===== src/dcg_defs.vh =====
/*
  Constants for the deep-sleep clock gate bank: register offsets, field
  positions, reset values and write masks.
  Assumes it is included by bare name from the design files of the bank.
*/
`ifndef DCG_DEFS_VH
`define DCG_DEFS_VH

// APB address width and register byte offsets
`define DCG_ADDR_W          12
`define DCG_OFF_RUN_CFG     12'h060
`define DCG_OFF_RUN_GATE    12'h104
`define DCG_OFF_SLEEP_GATE  12'h114
`define DCG_OFF_DEEP_GATE   12'h124
`define DCG_OFF_GATE_STAT   12'h128
`define DCG_OFF_FAULT_STAT  12'h12c

// Gate register layout: reset value and implemented bits
`define DCG_GATE_RESET      32'h0000_0000
`define DCG_GATE_WMASK      32'h0707_1011
`define DCG_BIT_CMP2        26
`define DCG_BIT_CMP1        25
`define DCG_BIT_CMP0        24
`define DCG_BIT_GPC2        18
`define DCG_BIT_GPC1        17
`define DCG_BIT_GPC0        16
`define DCG_BIT_TWI         12
`define DCG_BIT_SSP         4
`define DCG_BIT_ASP         0

// Run clock configuration register
`define DCG_CFG_RESET       32'h0000_0000
`define DCG_CFG_WMASK       32'h0800_0000
`define DCG_CFG_ACG_BIT     27

// Gate status register: mode field position
`define DCG_STAT_MODE_LSB   28

// Fault status register fields
`define DCG_FLT_FLAG_BIT    31
`define DCG_FLT_CNT_LSB     8
`define DCG_FLT_UNIT_LSB    0

// Number of gated units and unit index width
`define DCG_UNITS           9
`define DCG_SEL_W           4

`endif


===== src/dcg_gate_reg.v =====
/*
  One 32-bit clock gating register with fixed reserved bits.
  Assumes a synchronous active-high reset and a one-cycle write strobe
  from the bus slave on the same clock.
*/
`timescale 1ns/100ps
`default_nettype none
`include "dcg_defs.vh"

module dcg_gate_reg (
  input  wire        clk,
  input  wire        rst,
  input  wire        wr_en,
  input  wire [31:0] wdata,
  output reg  [31:0] q
);

  // Reset clears every enable, reserved bits never store
  always @(posedge clk) begin
    if (rst) begin
      q <= `DCG_GATE_RESET;
    end else if (wr_en) begin
      q <= wdata & `DCG_GATE_WMASK;
    end
  end

endmodule
`default_nettype wire


===== src/dcg_fault_check.v =====
/*
  Checks peripheral accesses against the applied clock gates and answers
  each with a one-cycle done pulse, flagged as a bus fault when the unit
  is unclocked or the unit index does not exist.
  Assumes request and index come from logic on the same clock.
*/
`timescale 1ns/100ps
`default_nettype none
`include "dcg_defs.vh"

module dcg_fault_check (
  input  wire                  clk,
  input  wire                  rst,
  input  wire                  acc_req,
  input  wire [`DCG_SEL_W-1:0] acc_sel,
  input  wire [`DCG_UNITS-1:0] gate,
  output reg                   done_q,
  output reg                   fault_q
);

  wire unit_ok;

  // Unit exists and its clock is on
  assign unit_ok = (acc_sel < `DCG_UNITS) && gate[acc_sel];

  // One answer per request, fault for unclocked units
  always @(posedge clk) begin
    if (rst) begin
      done_q  <= 1'b0;
      fault_q <= 1'b0;
    end else begin
      done_q  <= acc_req;
      fault_q <= acc_req & ~unit_ok;
    end
  end

endmodule
`default_nettype wire


===== src/dcg_bank.v =====
/*
  Clock gate bank: run, sleep and deep-sleep gating registers, the run
  clock configuration with its automatic gating bit, a power mode
  tracker, the per-unit gate outputs and the bus fault check, all behind
  an APB slave with one wait state.
  Assumes the power controller and the peripheral bus decoder run on CLK,
  so their requests need no synchroniser.
*/
`timescale 1ns/100ps
`default_nettype none
`include "dcg_defs.vh"

module dcg_bank (
  input  wire                  CLK,
  input  wire                  RST,
  input  wire                  PSEL,
  input  wire                  PENABLE,
  input  wire                  PWRITE,
  input  wire [`DCG_ADDR_W-1:0] PADDR,
  input  wire [31:0]           PWDATA,
  output reg  [31:0]           PRDATA,
  output reg                   PREADY,
  output reg                   PSLVERR,
  input  wire                  SLEEP_REQ,
  input  wire                  DEEP_SLEEP_REQ,
  input  wire                  UNIT_ACC_REQ,
  input  wire [`DCG_SEL_W-1:0] UNIT_ACC_SEL,
  output wire                  UNIT_ACC_DONE,
  output wire                  UNIT_ACC_FAULT,
  output reg  [1:0]            POWER_MODE,
  output reg                   COMPARATOR_TWO_GATE,
  output reg                   COMPARATOR_ONE_GATE,
  output reg                   COMPARATOR_ZERO_GATE,
  output reg                   GP_COUNTER_TWO_GATE,
  output reg                   GP_COUNTER_ONE_GATE,
  output reg                   GP_COUNTER_ZERO_GATE,
  output reg                   TWO_WIRE_PORT_GATE,
  output reg                   SYNC_SERIAL_PORT_GATE,
  output reg                   ASYNC_SERIAL_PORT_GATE
);

  // Power modes
  localparam [1:0] MODE_RUN   = 2'b00;
  localparam [1:0] MODE_SLEEP = 2'b01;
  localparam [1:0] MODE_DEEP  = 2'b10;

  // Pack the nine implemented enables into unit order
  function [`DCG_UNITS-1:0] pack_gate;
    input [31:0] r;
    begin
      pack_gate = {r[`DCG_BIT_CMP2], r[`DCG_BIT_CMP1],
                   r[`DCG_BIT_CMP0], r[`DCG_BIT_GPC2],
                   r[`DCG_BIT_GPC1], r[`DCG_BIT_GPC0],
                   r[`DCG_BIT_TWI],
                   r[`DCG_BIT_SSP],
                   r[`DCG_BIT_ASP]};
    end
  endfunction

  // Spread the nine unit enables back into register layout
  function [31:0] unpack_gate;
    input [`DCG_UNITS-1:0] g;
    begin
      unpack_gate                 = 32'h0000_0000;
      unpack_gate[`DCG_BIT_CMP2]  = g[8];
      unpack_gate[`DCG_BIT_CMP1]  = g[7];
      unpack_gate[`DCG_BIT_CMP0]  = g[6];
      unpack_gate[`DCG_BIT_GPC2]  = g[5];
      unpack_gate[`DCG_BIT_GPC1]  = g[4];
      unpack_gate[`DCG_BIT_GPC0]  = g[3];
      unpack_gate[`DCG_BIT_TWI]   = g[2];
      unpack_gate[`DCG_BIT_SSP]   = g[1];
      unpack_gate[`DCG_BIT_ASP]   = g[0];
    end
  endfunction

  // Bus state
  reg                   ready_q;
  reg                   slverr_q;
  reg  [31:0]           rdata_q;
  reg                   ready_d;
  reg                   slverr_d;
  reg  [31:0]           rdata_d;

  // Configuration and status state
  reg  [31:0]           run_cfg_q;
  reg  [1:0]            mode_q;
  reg  [1:0]            mode_d;
  reg  [`DCG_UNITS-1:0] gate_q;
  reg  [`DCG_UNITS-1:0] gate_d;
  reg                   flt_flag_q;
  reg  [7:0]            flt_cnt_q;
  reg  [`DCG_SEL_W-1:0] flt_unit_q;
  reg  [`DCG_SEL_W-1:0] acc_sel_q;

  // Decode and strobes
  reg                   hit_run_cfg;
  reg                   hit_run_gate;
  reg                   hit_sleep_gate;
  reg                   hit_deep_gate;
  reg                   hit_gate_stat;
  reg                   hit_flt_stat;
  wire                  addr_hit;
  wire                  acc_phase;
  wire                  xfer_done;
  wire                  wr_ok;
  wire                  flt_clear;
  wire                  auto_clock_gating;
  wire [31:0]           run_gate_reg;
  wire [31:0]           sleep_gate_reg;
  wire [31:0]           deep_gate_reg;
  wire                  chk_done;
  wire                  chk_fault;

  // Address decode of the six mapped words
  always @* begin
    hit_run_cfg    = 1'b0;
    hit_run_gate   = 1'b0;
    hit_sleep_gate = 1'b0;
    hit_deep_gate  = 1'b0;
    hit_gate_stat  = 1'b0;
    hit_flt_stat   = 1'b0;
    if (PADDR == `DCG_OFF_RUN_CFG) begin
      hit_run_cfg = 1'b1;
    end else if (PADDR == `DCG_OFF_RUN_GATE) begin
      hit_run_gate = 1'b1;
    end else if (PADDR == `DCG_OFF_SLEEP_GATE) begin
      hit_sleep_gate = 1'b1;
    end else if (PADDR == `DCG_OFF_DEEP_GATE) begin
      hit_deep_gate = 1'b1;
    end else if (PADDR == `DCG_OFF_GATE_STAT) begin
      hit_gate_stat = 1'b1;
    end else if (PADDR == `DCG_OFF_FAULT_STAT) begin
      hit_flt_stat = 1'b1;
    end
  end

  assign addr_hit  = hit_run_cfg | hit_run_gate | hit_sleep_gate |
                     hit_deep_gate | hit_gate_stat | hit_flt_stat;
  // Access phase and the edge at which the master samples ready
  assign acc_phase = PSEL & PENABLE;
  assign xfer_done = acc_phase & ready_q;
  // Writes land only at the completing edge and only without error
  assign wr_ok     = xfer_done & PWRITE & ~slverr_q;
  assign flt_clear = wr_ok & hit_flt_stat & PWDATA[`DCG_FLT_FLAG_BIT];
  assign auto_clock_gating       = run_cfg_q[`DCG_CFG_ACG_BIT];

  // Ready and error one cycle into the access phase
  always @* begin
    ready_d  = acc_phase & ~ready_q;
    slverr_d = acc_phase & ~ready_q & ~addr_hit;
  end

  // Read data assembled for the answering cycle
  always @* begin
    rdata_d = 32'h0000_0000;
    if (acc_phase & ~ready_q & ~PWRITE) begin
      if (hit_run_cfg) begin
        rdata_d = run_cfg_q;
      end else if (hit_run_gate) begin
        rdata_d = run_gate_reg;
      end else if (hit_sleep_gate) begin
        rdata_d = sleep_gate_reg;
      end else if (hit_deep_gate) begin
        rdata_d = deep_gate_reg;
      end else if (hit_gate_stat) begin
        rdata_d = unpack_gate(gate_q);
        rdata_d[`DCG_STAT_MODE_LSB+1:`DCG_STAT_MODE_LSB] = mode_q;
      end else if (hit_flt_stat) begin
        rdata_d[`DCG_FLT_FLAG_BIT] = flt_flag_q;
        rdata_d[`DCG_FLT_CNT_LSB+7:`DCG_FLT_CNT_LSB] = flt_cnt_q;
        rdata_d[`DCG_FLT_UNIT_LSB+`DCG_SEL_W-1:`DCG_FLT_UNIT_LSB] =
          flt_unit_q;
      end
    end
  end

  // APB answer registers
  always @(posedge CLK) begin
    if (RST) begin
      ready_q  <= 1'b0;
      slverr_q <= 1'b0;
      rdata_q  <= 32'h0000_0000;
    end else begin
      ready_q  <= ready_d;
      slverr_q <= slverr_d;
      rdata_q  <= rdata_d;
    end
  end

  // Bus outputs straight from flip-flops
  always @* begin
    PREADY  = ready_q;
    PSLVERR = slverr_q;
    PRDATA  = rdata_q;
  end

  // Run clock configuration, only the auto gating bit stores
  always @(posedge CLK) begin
    if (RST) begin
      run_cfg_q <= `DCG_CFG_RESET;
    end else if (wr_ok & hit_run_cfg) begin
      run_cfg_q <= PWDATA & `DCG_CFG_WMASK;
    end
  end

  // Three gating registers of one layout
  dcg_gate_reg u_run_gate (
    .clk   (CLK),
    .rst   (RST),
    .wr_en (wr_ok & hit_run_gate),
    .wdata (PWDATA),
    .q     (run_gate_reg)
  );

  dcg_gate_reg u_sleep_gate (
    .clk   (CLK),
    .rst   (RST),
    .wr_en (wr_ok & hit_sleep_gate),
    .wdata (PWDATA),
    .q     (sleep_gate_reg)
  );

  dcg_gate_reg u_deep_gate (
    .clk   (CLK),
    .rst   (RST),
    .wr_en (wr_ok & hit_deep_gate),
    .wdata (PWDATA),
    .q     (deep_gate_reg)
  );

  // Power mode tracker, deep sleep outranks sleep
  always @* begin
    mode_d = mode_q;
    case (mode_q)
      MODE_RUN: begin
        if (DEEP_SLEEP_REQ) begin
          mode_d = MODE_DEEP;
        end else if (SLEEP_REQ) begin
          mode_d = MODE_SLEEP;
        end
      end
      MODE_SLEEP: begin
        if (DEEP_SLEEP_REQ) begin
          mode_d = MODE_DEEP;
        end else if (!SLEEP_REQ) begin
          mode_d = MODE_RUN;
        end
      end
      MODE_DEEP: begin
        if (!DEEP_SLEEP_REQ) begin
          mode_d = SLEEP_REQ ? MODE_SLEEP : MODE_RUN;
        end
      end
      default: begin
        mode_d = MODE_RUN;
      end
    endcase
  end

  always @(posedge CLK) begin
    if (RST) begin
      mode_q <= MODE_RUN;
    end else begin
      mode_q <= mode_d;
    end
  end

  // Pick the register of the current mode for the applied gates
  always @* begin
    gate_d = pack_gate(run_gate_reg);
    if (auto_clock_gating && (mode_q == MODE_DEEP)) begin
      gate_d = pack_gate(deep_gate_reg);
    end else if (auto_clock_gating && (mode_q == MODE_SLEEP)) begin
      gate_d = pack_gate(sleep_gate_reg);
    end
  end

  always @(posedge CLK) begin
    if (RST) begin
      gate_q <= {`DCG_UNITS{1'b0}};
    end else begin
      gate_q <= gate_d;
    end
  end

  // Gate outputs, one per unit, enabled only by software
  always @* begin
    COMPARATOR_TWO_GATE    = gate_q[8];
    COMPARATOR_ONE_GATE    = gate_q[7];
    COMPARATOR_ZERO_GATE   = gate_q[6];
    GP_COUNTER_TWO_GATE    = gate_q[5];
    GP_COUNTER_ONE_GATE    = gate_q[4];
    GP_COUNTER_ZERO_GATE   = gate_q[3];
    TWO_WIRE_PORT_GATE     = gate_q[2];
    SYNC_SERIAL_PORT_GATE  = gate_q[1];
    ASYNC_SERIAL_PORT_GATE = gate_q[0];
    POWER_MODE             = mode_q;
  end

  // Bus fault check against the applied gates
  dcg_fault_check u_fault_check (
    .clk     (CLK),
    .rst     (RST),
    .acc_req (UNIT_ACC_REQ),
    .acc_sel (UNIT_ACC_SEL),
    .gate    (gate_q),
    .done_q  (chk_done),
    .fault_q (chk_fault)
  );

  assign UNIT_ACC_DONE  = chk_done;
  assign UNIT_ACC_FAULT = chk_fault;

  // Unit index held for the fault record
  always @(posedge CLK) begin
    if (RST) begin
      acc_sel_q <= {`DCG_SEL_W{1'b0}};
    end else if (UNIT_ACC_REQ) begin
      acc_sel_q <= UNIT_ACC_SEL;
    end
  end

  // Sticky fault record, a new fault wins over a clear
  always @(posedge CLK) begin
    if (RST) begin
      flt_flag_q <= 1'b0;
      flt_cnt_q  <= 8'h00;
      flt_unit_q <= {`DCG_SEL_W{1'b0}};
    end else if (chk_fault) begin
      flt_flag_q <= 1'b1;
      flt_unit_q <= acc_sel_q;
      if (flt_clear) begin
        flt_cnt_q <= 8'h01;
      end else if (flt_cnt_q != 8'hff) begin
        flt_cnt_q <= flt_cnt_q + 8'h01;
      end
    end else if (flt_clear) begin
      flt_flag_q <= 1'b0;
      flt_cnt_q  <= 8'h00;
    end
  end

endmodule
`default_nettype wire


===== config.mk =====
export PLATFORM = sky130hd
export DESIGN_NAME = dcg_bank
export DESIGN_NICKNAME = d
export VERILOG_FILES = /design/src/dcg_gate_reg.v /design/src/dcg_fault_check.v /design/src/dcg_bank.v
export VERILOG_INCLUDE_DIRS = /design/src /design/src/src
export SDC_FILE = /design/constraint.sdc
export NUM_CORES = 1
export LEC_CHECK = 0
export BUFFER_PORTS_ARGS = -buffer_cell sky130_fd_sc_hd__buf_4
export CAP_MARGIN = 10
export CORE_MARGIN = 10
export CORE_UTILIZATION = 50
export DETAILED_ROUTE_END_ITERATION = 10
export PLACE_DENSITY = 0.74
export SKIP_CTS_REPAIR_TIMING = 1
export SLEW_MARGIN = 20
export SYNTH_ARGS = -nofsm -noshare
export SYNTH_HDL_FRONTEND = slang
export SYNTH_HIERARCHICAL = 1
export SYNTH_SLANG_ARGS = --single-unit
export TNS_END_PERCENT = 10

===== constraint.sdc =====
create_clock -name CLK -period 5.5 [get_ports CLK]
set_input_delay 1.1 -clock CLK [delete_from_list [all_inputs] [get_ports CLK]]
set_output_delay 1.1 -clock CLK [all_outputs]
set_load 0.02 [all_outputs]

* Word-level counts from Yosys, hierarchy flattened
Cells that the tools add are included. Widths: inputs -> output; s select.
Word-level totals: register bits 92, bits of input ports 56, output and inout port bits 47, word-level logic and storage cells 122
Cells by class: $add $sub $neg 1, order comparisons 2, equality and inequality tests 12, mux-type cells 48, bitwise gates (word level) 27, reduce and logical (&&, ||, !) cells 13
Operator list (number):
- $mux 28 | 4
- $eq 12x9->1 const B | 5
- $mux 8 | 6
- $mux 1 | 26
- $mux 9 | 2
- $and 1x1->1 | 14
- $eq 12x7->1 const B | 1
- $mux 11 | 1
- $mux 2 | 5
- $add 8x1->8 const B | 1
- $mux 4 | 2
- $ne 8x8->1 const B | 1
- $not 1->1 | 8
- $reduce_or 8->1 | 1
- $reduce_or 7->1 | 1
- $ne 3x3->1 const B | 2
- $pmux 2 s3 | 1
- $reduce_or 6->1 | 1
- $lt 4x5->1 const B | 1
- $or 1x1->1 | 5
- $bmux 1 s4 | 1
- $lt 4x4->1 const B | 1
- $reduce_bool 2->1 | 2
- $logic_and 1x1->1 | 3
- other kinds (8) | 8

* Depth between registers and ports, before layout
Gate-level depths: netlist of run 1.
word-level depth 13, gate-level depth with buffers 9, gate-level depth less buffers 6

* Hierarchy
The synthesis of run 1 kept the hierarchy.
Modules (own cells, without submodules):
- dcg_bank | times used 1, cells an instance 420, area an instance 3363.2 um2, seq. area each 1261.2 um2
- dcg_gate_reg | times used 3, cells an instance 53, area an instance 495.5 um2, seq. area each 180.2 um2
- dcg_fault_check | times used 1, cells an instance 13, area an instance 137.6 um2, seq. area each 40.0 um2

* Least setup slack after synthesis of run 1
Ideal clock, no wire load.
kind input -> register, start point input port PADDR[0], end point register u_run_gate.q[0], library setup time 126 ps, arrival time 2903 ps, required time 5374 ps, setup slack 2471 ps, stages 8, buffers on the path 2, cells stage by stage or4_1 nor4_4 buf_2 nand2_1 nor3_1 buf_6 mux2i_1 nor2_1
Between the ends: cells in the longest elaborated chain, start to end 4, elaborated cells on any way between the ends 5, classes of those cells 2 x eq/ne; 2 x mux; 1 x bitwise
RTL lines:
- start, declared | RTL line dcg_bank.v:19 | input wire [`DCG_ADDR_W-1:0] PADDR,
- $eq 12x9->1 (no line)
- $mux 1 | RTL line dcg_bank.v:125 | end else if (PADDR == `DCG_OFF_RUN_GATE) begin
- $mux 1 * | RTL line dcg_bank.v:123 | if (PADDR == `DCG_OFF_RUN_CFG) begin
- $and 1x1->1 * | RTL line dcg_bank.v:211 | .wr_en (wr_ok & hit_run_gate),
- end signal, assigned | RTL line dcg_gate_reg.v:21 | q <= `DCG_GATE_RESET;
- end signal, assigned | RTL line dcg_gate_reg.v:23 | q <= wdata & `DCG_GATE_WMASK;
- end, declared | RTL line dcg_gate_reg.v:15 | output reg [31:0] q
Every way passes the cells marked *; elsewhere a longest branch is shown, timed or not. A chain may end at the register's enable or synchronous reset.

* Worst setup path in the final report of run 1
start point input port PADDR[0], end point register u_deep_gate.q[26]
Between the ends: cells in the longest elaborated chain, start to end 6, elaborated cells on any way between the ends 9, classes of those cells 4 x eq/ne; 4 x mux; 1 x bitwise
RTL lines:
- $eq 12x9->1 (no line)
- $mux 1 | RTL line dcg_bank.v:129 | end else if (PADDR == `DCG_OFF_DEEP_GATE) begin
- $mux 1 | RTL line dcg_bank.v:127 | end else if (PADDR == `DCG_OFF_SLEEP_GATE) begin
- $mux 1 | RTL line dcg_bank.v:125
- $mux 1 * | RTL line dcg_bank.v:123
- $and 1x1->1 * | RTL line dcg_bank.v:227 | .wr_en (wr_ok & hit_deep_gate),
- end signal, assigned | RTL line dcg_gate_reg.v:21
- end signal, assigned | RTL line dcg_gate_reg.v:23
- end, declared | RTL line dcg_gate_reg.v:15
Marked as above.

==> results.md, run 1 <==
* Wire per inst at about 16 um
* Number of global-route vias before repair at 4125
* Maximum vdd drop at 0.000136 V
* Design Area, Final at between 5000 and 6000 um^2
* Total GRT Usage at 16.7%
* Post-synthesis cell area at around 5000 um^2
* Setup-failing EPs final at 0
* Xor/xnor cell area share of the yosys netlist at less than 1%
* Combinational family with the most area after synthesis: simple AND/OR/NAND/NOR gates
* Post-synth ARST share at 0%
* Final setup margin at 1.96 ns
* CTS tree: done
* Multiplexer area fraction after synthesis at 11.5%
* Post-route minimum period at 3.54 ns
* # DRC at 0
* Finished Layout Cells at 784
* Mean Syn Cell Area at 8.42 um^2
* Worst slew pin tran at 1.12 ns
* Slowest stage delay, CP at 0.89 ns
* Area grow syn2layout at 11.1%
* GPL Wtd Cong at 0.849
* Arrival time at the worst endpoint at around 3.8 ns
* Period Utilization, post-route at between 60 and 70%
* Vias post-DR at 4058
* NumNets Final at around 700
* H-tree Lvls at 3
* Part of the Yosys area used for sequential elements at 36.9%
* # fillers at roughly 920
* Initial Util at 51.3%
* Length of the first detailed-routing pass in iterations at 4
* Adder-Cell Fraction of Synth Area at 0.251%
* Total core area at 9730 um^2
* Clock Latency Late Sink at 0.38 ns
* CP Class: input pin to register
* Total of max-cap violations at 0
* Routed WL at 12400 um
* Peak Freq at 282 MHz
* Yosys reg bits at 92
* Slew Viols, Final at 0
* ANT cells at 0
* Lkg Pwr at 2.17 nW
* CP max stage cell: nor2_1
* Die width at 120 um
* Hold Crit Class: register to register
* Layout Skew at roughly 0.0094 ns
* Clock root buffer: clkbuf_8
* Share of cells above drive strength 1 at 17.2%
* CP cell instances: buf_4 > or4_1 > nor4_4 > buf_4 > nand2_1 > nor2_1 > mux2i_1 > nor2_1
* Critical Path Fanout Max at 24
* Slew headroom at 24.8%
* # rows at 36
* # IOs at 103
* Largest net degree at the start of global routing at 61
* Final Core Density at ~57%
* Die H at 120 um
* Post-Synth Simple-Gate Area at roughly 17%
* Antenna-violating nets left at 0
* Reg area at between 1500 and 2000 um^2
* Mean number of vias per cell at 5.18
* CTS Buffer Depth at 2
* Setup TNS Final at 0 ns
* Crit. End Element: register
* PortBufs at 81
* CP required at 5.75 ns
* Leading cell type in the layout, fill and taps excluded: dfxtp_1
* CTS Sinks at 92
* CP Launch Type: input pin
* Synthesis Warnings at 6
* Synth Area in Compound Gates at between 10% and 20%
* Placed insts at roughly 770
* Area after DPL at 5360 um^2
* Drt first-iter violations at 272
* Initial antenna violation count at 0
* Area of the multi-input gates at 2590 um^2
* Status: finished, final reports clean
* DP HPWL at 8460 um
* Pre-CTS setup slack at 1.60 ns
* Pwr Total at 1.23 mW
* Synth cell types at 52
* PwrDens at 221 nW/um^2
* Congestion Overflow GR at 0
* Final hold violations at 0
* First-pass GRT wire length at 20000 um
* Number of synthesized flops with an enable pin at 0
* Ys flop type: dfxtp_1
* Clk slew on worst S/H paths at 0.09 ns
* RSZ-0062 raised after global routing: false
* Die footprint at between 10000 and 15000 um^2
* Post-Syn Instances at 592
* Final hold slack at between 0.5 and 0.6 ns
* Most frequent cells in the layout: dfxtp_1, buf_4, nor2_1
* CTS Buf Count at 9
-- Yosys cell counts, types with 5 or more instances --
master / instances / area (um^2)
dfxtp_1: 92 / 1840
nor2_1: 73 / 274
buf_4: 69 / 518
mux2i_1: 55 / 551
o21ai_0: 43 / 215
inv_1: 31 / 116
clkbuf_1: 27 / 101
a21oi_1: 24 / 120
nand2b_1: 23 / 144
a211oi_1: 22 / 165
nand3_1: 20 / 100
nand2_1: 12 / 45.0
a32oi_1: 11 / 96.3
a221oi_1: 10 / 87.6
buf_2: 5 / 25.0
nor3_1: 5 / 25.0
or4_1: 5 / 37.5
-- worst paths after layout --
kind | start | slack, ns | cells past startpoint | to
setup / recovery | PADDR[0] | 1.96 | 8 | u_deep_gate/q[26]$_SDFFE_PP0P_
hold / removal | flt_unit_q[3]$_SDFFE_PP0P_ | 0.50 | 2 | flt_unit_q[3]$_SDFFE_PP0P_
setup reg to reg | PREADY$_SDFF_PP0_ | 2.85 | 6 | u_deep_gate/q[26]$_SDFFE_PP0P_
hold reg to reg | flt_unit_q[3]$_SDFFE_PP0P_ | 0.50 | 2 | flt_unit_q[3]$_SDFFE_PP0P_
-- critical path: cells and delay by family --
family	cells	cell delay, ns
mux	1	0.31
simple gates	5	1.91
buf+inv	2	0.46
-- final cells by class --
cell class,count,area share [%]
multi-input combinational,427,46.8
sequential,92,33.2
timing repair buffer,85,11.5
tap,133,3.00
clock buffer,10,2.48
inverter,31,2.10
clock inverter,6,0.835
-- layer usage --
metal,wire length (um),track usage (%),vias up
met5,0,0,-
met4,287,7.99,0
met3,683,4.22,25
met2,6350,29.6,92
met1,5040,18.3,1899
li1,-,-,2042
-- power by group --
part	switching, mW	total, mW	internal (mW)
clock	0.260	0.440	0.181
sequential	0.00576	0.677	0.671
combinational	0.0644	0.109	0.0446
-- state kept, by name (all words and copies together), names as in the netlist --
name                   cells
PRDATA                    32
flt_unit_q                 4
u_deep_gate/q              9
acc_sel_q                  4
flt_cnt_q                  8
run_cfg_q                  1
gate_q                     9
u_fault_check/done_q       1
flt_flag_q                 1
u_sleep_gate/q             9
PREADY                     1
PSLVERR                    1
POWER_MODE                 2
u_fault_check/fault_q      1
u_run_gate/q               9
-- cells by family (layout without fill, tap and decap cells) --
| logic type | after synthesis | after routing |
|---|---|---|
| adder cells (fa/ha/maj) | 1 | 1 |
| buffers and inverters | 139 | 132 |
| AO/OA/AOI/OAI | 130 | 130 |
| AND/OR/NAND/NOR | 167 | 167 |
| XOR/XNOR | 4 | 4 |
| multiplexers | 56 | 56 |
| other | 3 | 69 |
| flip-flops | 92 | 92 |
Power figures use the tool's default switching activity.
==> run 2, diff against run 1 <==
==> constraint.sdc (replaced) <==
create_clock -name CLK -period 3.5 [get_ports CLK]
set_input_delay 0.7 -clock CLK [delete_from_list [all_inputs] [get_ports CLK]]
set_output_delay 0.7 -clock CLK [all_outputs]
set_load 0.02 [all_outputs]
==> run 2 against run 1 <==
Against the previous run: die area stayed put; critical path depth is 3 lower; clock-buffer cell count stayed put; final cell count is 0.77% higher; total power is 61% higher; non-clock buffer count is 6 higher; worst hold slack worse by 0.0028 ns; utilization is 0.58 points higher; combinational power is 58% higher; sequential cell count stayed put; clock skew hardly changed; sequential share of layout area is 0.33 points lower; critical path type unchanged; critical endpoint is now PRDATA[0]$_SDFF_PP0_; highest routed layer unchanged.
==> results.md, run 2 (same netlist as run 1, synthesis figures left out) <==
* Status: finished, final reports clean (unchanged)
* Die footprint at 14400 um^2 (unchanged)
* Length of the first detailed-routing pass in iterations at 6 (was 4)
* Number of global-route vias before repair at 4076 (was 4125)
* Clock Latency Late Sink at 0.37 ns (was 0.38 ns)
* CP max stage cell: or4_1 (was nor2_1)
* Pwr Total at 1.98 mW (was 1.23 mW)
* Worst Reg-to-Reg Cells at 2 (was 6)
* Initial antenna violation count at 0 (unchanged)
* CP required at 3.74 ns (was 5.75 ns)
* Period Utilization, post-route at 69.2%
* Initial Util at 51.3% (unchanged)
* Largest net degree at the start of global routing at 59 (was 61)
* Layout Skew at 0.00953 ns (was 0.00938 ns)
* GPL Wtd Cong at 0.874 (was 0.849)
* Setup TNS Final at 0 ns (unchanged)
* Most frequent cells in the layout: dfxtp_1, buf_4, nor2_1 (unchanged)
* Die width at 120 um (unchanged)
* # DRC at 0 (unchanged)
* RSZ-0062 raised after global routing: false (unchanged)
* Share of cells above drive strength 1 at 17.8% (was 17.2%)
* Congestion Overflow GR at 0 (unchanged)
* Design Area, Final at 5600 um^2 (was 5540 um^2)
* Total of max-cap violations at 0 (unchanged)
* Worst slew pin tran at 0.985 ns (was 1.12 ns)
* Levels on crit path at 5 (was 8)
* # IOs at 103 (unchanged)
* Peak Freq at a little over 400 MHz
* CTS Sinks at 92 (unchanged)
* Pre-CTS setup slack at 0.739 ns (was 1.60 ns)
* Setup-failing EPs final at 0 (unchanged)
* Leading cell type in the layout, fill and taps excluded: dfxtp_1 (unchanged)
* GR Util met3 at 3.70% (was 4.22%)
* Maximum vdd drop at 0.000227 V (was 0.000136 V)
* GR met1 Demand/Resource at 18.3% (about the same)
* Drt first-iter violations at 283 (was 272)
* CTS Buffer Depth at 2 (unchanged)
* Hold Crit Class: register to register (unchanged)
* Clk slew on worst S/H paths at 0.10 ns (was 0.09 ns)
* Area grow syn2layout at 12.2% (was 11.1%)
* Total GRT Usage at 16.8% (was 16.7%)
* Slew headroom at 34.4% (was 24.8%)
* Wire per inst at 15.6 um (was 15.8 um)
* CP Class: input pin to register (unchanged)
* Lkg Pwr at 2.20 nW (was 2.17 nW)
* Met2 Use GR at 29.7% (was 29.6%)
* NumNets Final at 709 (was 703)
* Slew Viols, Final at 0 (unchanged)
* Vias post-DR at 4063 (was 4058)
* Crit path buf inv count at 1 (was 2)
* Routed WL at 12300 um (was 12400 um)
* Mean number of vias per cell at 5.14 (was 5.18)
* Slowest stage delay, CP at 0.66 ns (was 0.89 ns)
* Arrival time at the worst endpoint at 2.66 ns (was 3.79 ns)
* Max reg flops at 32 (unchanged)
* ANT cells at 0 (unchanged)
* Gr busiest metal: met2 (unchanged)
* Post-route minimum period at 2.42 ns
* Clock root buffer: clkbuf_8 (unchanged)
* # rows at 36 (unchanged)
* CP Launch Type: input pin (unchanged)
* Antenna-violating nets left at 0 (unchanged)
* Crit. End Element: register (unchanged)
* Critical Path Fanout Max at 40 (was 24)
* CTS tree: done (unchanged)
* Reg area at 1840 um^2 (unchanged)
* # fillers at 924 (was 919)
* PortBufs at 81 (unchanged)
* Total core area at 9730 um^2 (unchanged)
* Area after DPL at 5400 um^2 (was 5360 um^2)
* First-pass GRT wire length at 19800 um (was 20000 um)
* Area of the multi-input gates at 2590 um^2 (about the same)
* H-tree Lvls at 3 (unchanged)
* Final Core Density at 57.5% (was 57.0%)
* Critical path's top delay family: simple AND/OR/NAND/NOR gates (unchanged)
* DP HPWL at 8520 um (was 8460 um)
* R2R Setup Slk at 1.55 ns (was 2.85 ns)
* CTS Buf Count at 9 (unchanged)
* Final hold violations at 0 (unchanged)
* Final setup margin at 1.08 ns (was 1.96 ns)
* WHS Path Cells at 1 (was 2)
* Die H at 120 um (unchanged)
* CP cell instances: buf_4 > nand2b_1 > or4_1 > o21ai_0 > a221oi_1 (was buf_4 > or4_1 > nor4_4 > buf_4 > nand2_1 > nor2_1 > mux2i_1 > nor2_1)
* PwrDens at 354 nW/um^2 (was 221 nW/um^2)
[run 2: cell types whose count changed in the layout (fill, tap and decap cells not counted)]
cell,change
buf_4,+6
bufinv_16,+1
clkbuf_1,+1
clkbuf_8,-1
clkinv_2,-1
clkinv_4,+2
inv_6,-3
inv_8,+1
nor3_2,+1
nor3_4,-1
[run 2: cell type report]
| cell class | count | share of cell area (%) |
|---|---|---|
| multi-input combinational | 427 | 46.2 |
| timing repair buffer | 91 | 12.2 |
| clock buffer | 10 | 2.28 |
| sequential | 92 | 32.9 |
| inverter | 31 | 2.08 |
| tap | 133 | 2.97 |
| clock inverter | 6 | 1.32 |
[run 2: path summary, 6_finish.rpt]
path | from | end
worst min register to register | PREADY$_SDFF_PP0_ | PREADY$_SDFF_PP0_
worst min-delay path | PREADY$_SDFF_PP0_ | PREADY$_SDFF_PP0_
worst max-delay path | PADDR[4] | PRDATA[0]$_SDFF_PP0_
worst max register to register | PREADY$_SDFF_PP0_ | PRDATA[0]$_SDFF_PP0_
[run 2: worst reg2reg max path, delay by kind of cell (launching register included)]
family / cells / cell delay, ns
simple gates: 1 / 0.96
compound gates: 1 / 0.51
flops: 1 / 0.35
[run 2: metrics by stage]
step / instances / hold slack, ns
2_1_floorplan: 658 / 0.460
3_3_place_gp: 774 / 0.477
3_5_place_dp: 774 / 0.489
4_1_cts: 790 / 0.508
5_1_grt: 790 / 0.532
6_report: 790 / 0.501
[run 2: routing by layer]
metal	wire, um	vias to the layer above
li1	-	2050
met1	5170	1901
met2	6220	90
met3	612	22
met4	301	0
met5	0	-
[run 2: power breakdown]
part	switching [mW]	total (mW)	internal, mW	leakage [nW]
Clock	0.405	0.743	0.338	0.0946
Combinational	0.100	0.172	0.0717	1.36
Sequential	0.00909	1.06	1.06	0.743
Total	0.515	1.98	1.46	2.20
==> run 3, diff against run 2 <==
==> constraint.sdc (replaced) <==
create_clock -name CLK -period 2.55 [get_ports CLK]
set_input_delay 0.51 -clock CLK [delete_from_list [all_inputs] [get_ports CLK]]
set_output_delay 0.51 -clock CLK [all_outputs]
set_load 0.02 [all_outputs]
==> run 3 against run 2 <==
Against the previous run: utilization grew 0.22 points; die area is the same; global-route usage is essentially flat; final cell count grew 0.76%; via count grew 1.5%; setup slack lost 0.64 ns; worst hold slack lost 0.15 ns; critical endpoint is now u_run_gate/q[24]$_SDFFE_PP0P_; critical path depth grew 3; non-clock buffer count grew 6; clock-buffer cell count grew 1; highest routed layer unchanged.
==> results.md, run 3 (same netlist as run 1, synthesis figures left out) <==
* Antenna-violating nets left at 0 (unchanged)
* Slew headroom at 48.8% (was 34.4%)
* PwrDens at 465 nW/um^2 (was 354 nW/um^2)
* Routed WL at 12300 um (about the same)
* Met3 WL post-DR at 582 um (was 612 um)
* Most frequent cells in the layout: buf_4, dfxtp_1, nor2_1 (was dfxtp_1, buf_4, nor2_1)
* PortBufs at 81 (unchanged)
* Highest Signal Layer: met4 (unchanged)
* Number of global-route vias before repair at 4043 (was 4076)
* Congestion Overflow GR at 0 (unchanged)
* Post-route minimum period at 2.12 ns
* Peak Freq at ~470 MHz
* CTS Sinks at 92 (unchanged)
* Maximum vdd drop at 0.000340 V (was 0.000227 V)
* Die width at 120 um (unchanged)
* Status: finished, final reports clean (unchanged)
* Length of the first detailed-routing pass in iterations at 5 (was 6)
* Max reg flops at 32 (unchanged)
* M1 wire length at 5090 um (was 5170 um)
* CP Launch Type: input pin (unchanged)
* CTS tree: done (unchanged)
* GPL Wtd Cong at 0.895 (was 0.874)
* Clock root buffer: clkbuf_8 (unchanged)
* # rows at 36 (unchanged)
* Die footprint at 14400 um^2 (unchanged)
* Arrival time at the worst endpoint at 2.35 ns (was 2.66 ns)
* Area grow syn2layout at 12.7% (was 12.2%)
* Total core area at 9730 um^2 (unchanged)
* Total of max-cap violations at 0 (unchanged)
* Initial antenna violation count at 0 (unchanged)
* Mean number of vias per cell at 5.18 (was 5.14)
* Period Utilization, post-route at 83.0%
* Setup-failing EPs final at 0 (unchanged)
* Die H at 120 um (unchanged)
* Wire per inst at 15.4 um (was 15.6 um)
* Vias post-DR at 4125 (was 4063)
* Final hold violations at 0 (unchanged)
* Slew Viols, Final at 0 (unchanged)
* Crit. End Element: register (unchanged)
* Final Core Density at 57.8% (was 57.5%)
* DP HPWL at 8970 um (was 8520 um)
* Hold Crit Class: input pin to register (was register to register)
* Largest net degree at the start of global routing at 52 (was 59)
* CTS Buffer Depth at 2 (unchanged)
* Setup TNS Final at 0 ns (unchanged)
* Drt first-iter violations at 245 (was 283)
* # DRC at 0 (unchanged)
* Lkg Pwr at 2.23 nW (was 2.20 nW)
* Share of cells above drive strength 1 at 18.6% (was 17.8%)
* CTS Buf Count at 9 (unchanged)
* CP required at 2.79 ns (was 3.74 ns)
* # fillers at 903 (was 924)
* Clk slew on worst S/H paths at 0.09 ns (was 0.10 ns)
* # IOs at 103 (unchanged)
* H-tree Lvls at 3 (unchanged)
* Clock Latency Late Sink at 0.36 ns (was 0.37 ns)
* Layout Skew at 0.0117 ns (was 0.00953 ns)
* Worst slew pin tran at 0.760 ns (was 0.985 ns)
* Initial Util at 51.3% (unchanged)
* Critical Path Fanout Max at 9 (was 40)
* RSZ-0062 raised after global routing: false (unchanged)
* Leading cell type in the layout, fill and taps excluded: buf_4 (was dfxtp_1)
* Total GRT Usage at 16.8% (about the same)
* WL met2 at 6200 um (was 6220 um)
* NumNets Final at 715 (was 709)
* ANT cells at 0 (unchanged)
* CP Class: input pin to register (unchanged)
* First-pass GRT wire length at 19700 um (was 19800 um)
## run 3: cell count changes in the layout (fill, tap and decap cells not counted)
cell	delta
buf_4	+6
clkinv_2	+2
clkbuf_8	+1
clkinvlp_4	-2
bufinv_16	-1
inv_8	-1
inv_6	+1
## run 3: final timing paths
| kind | cells after the start | slack (ns) | to | from |
|---|---|---|---|---|
| setup / recovery | 8 | 0.43 | u_run_gate/q[24]$_SDFFE_PP0P_ | PADDR[0] |
| setup reg to reg | 2 | 0.88 | PRDATA[0]$_SDFF_PP0_ | PREADY$_SDFF_PP0_ |
| hold reg to reg | 1 | 0.50 | PREADY$_SDFF_PP0_ | PREADY$_SDFF_PP0_ |
| hold / removal | 2 | 0.35 | POWER_MODE[1]$_SDFFE_PP0P_ | DEEP_SLEEP_REQ |
## run 3: per-stage QoR
stage | hold WS [ns] | setup WS (ns) | cell area, um^2 | std cells | power (mW)
CTS | 0.340 | 0.469 | 5620 | 796 | 2.63
detailed placement | 0.482 | 0.0691 | 5440 | 780 | 1.73
finish | 0.354 | 0.434 | 5620 | 796 | 2.61
floorplan | 0.460 | 0.111 | 5240 | 658 | 1.71
global placement | 0.479 | 0.133 | 5440 | 780 | 1.72
global route | 0.347 | 0.313 | 5620 | 796 | 2.74
## run 3: final cells by class
type / count / area, um^2 / area share [%]
timing repair buffer: 97 / 728 / 13.0
clock inverter: 5 / 36.3 / 0.646
tap: 133 / 166 / 2.96
clock buffer: 11 / 141 / 2.52
inverter: 31 / 116 / 2.07
sequential: 92 / 1840 / 32.8
multi-input combinational: 427 / 2590 / 46.1
## run 3: critical path, cell delays in order
cell and delay (ns):
buf_4 0.11, or4_1 0.59, nor4_4 0.32, nand2_1 0.15, nor3_1 0.16, buf_4 0.24, mux2i_1 0.22, nor2_1 0.05
## run 3: where the power goes
group	total (mW)	switching [mW]	internal, mW	leakage, nW
sequential	1.46	0.0130	1.45	0.743
combinational	0.240	0.139	0.101	1.39
clock	0.910	0.524	0.385	0.0937
## run 3: layer usage
| metal | GRT usage (%) | up-vias |
|---|---|---|
| met5 | 0 | - |
| met4 | 9.95 | 0 |
| met3 | 4.08 | 23 |
| met2 | 28.9 | 106 |
| met1 | 18.5 | 1939 |
| li1 | - | 2057 |
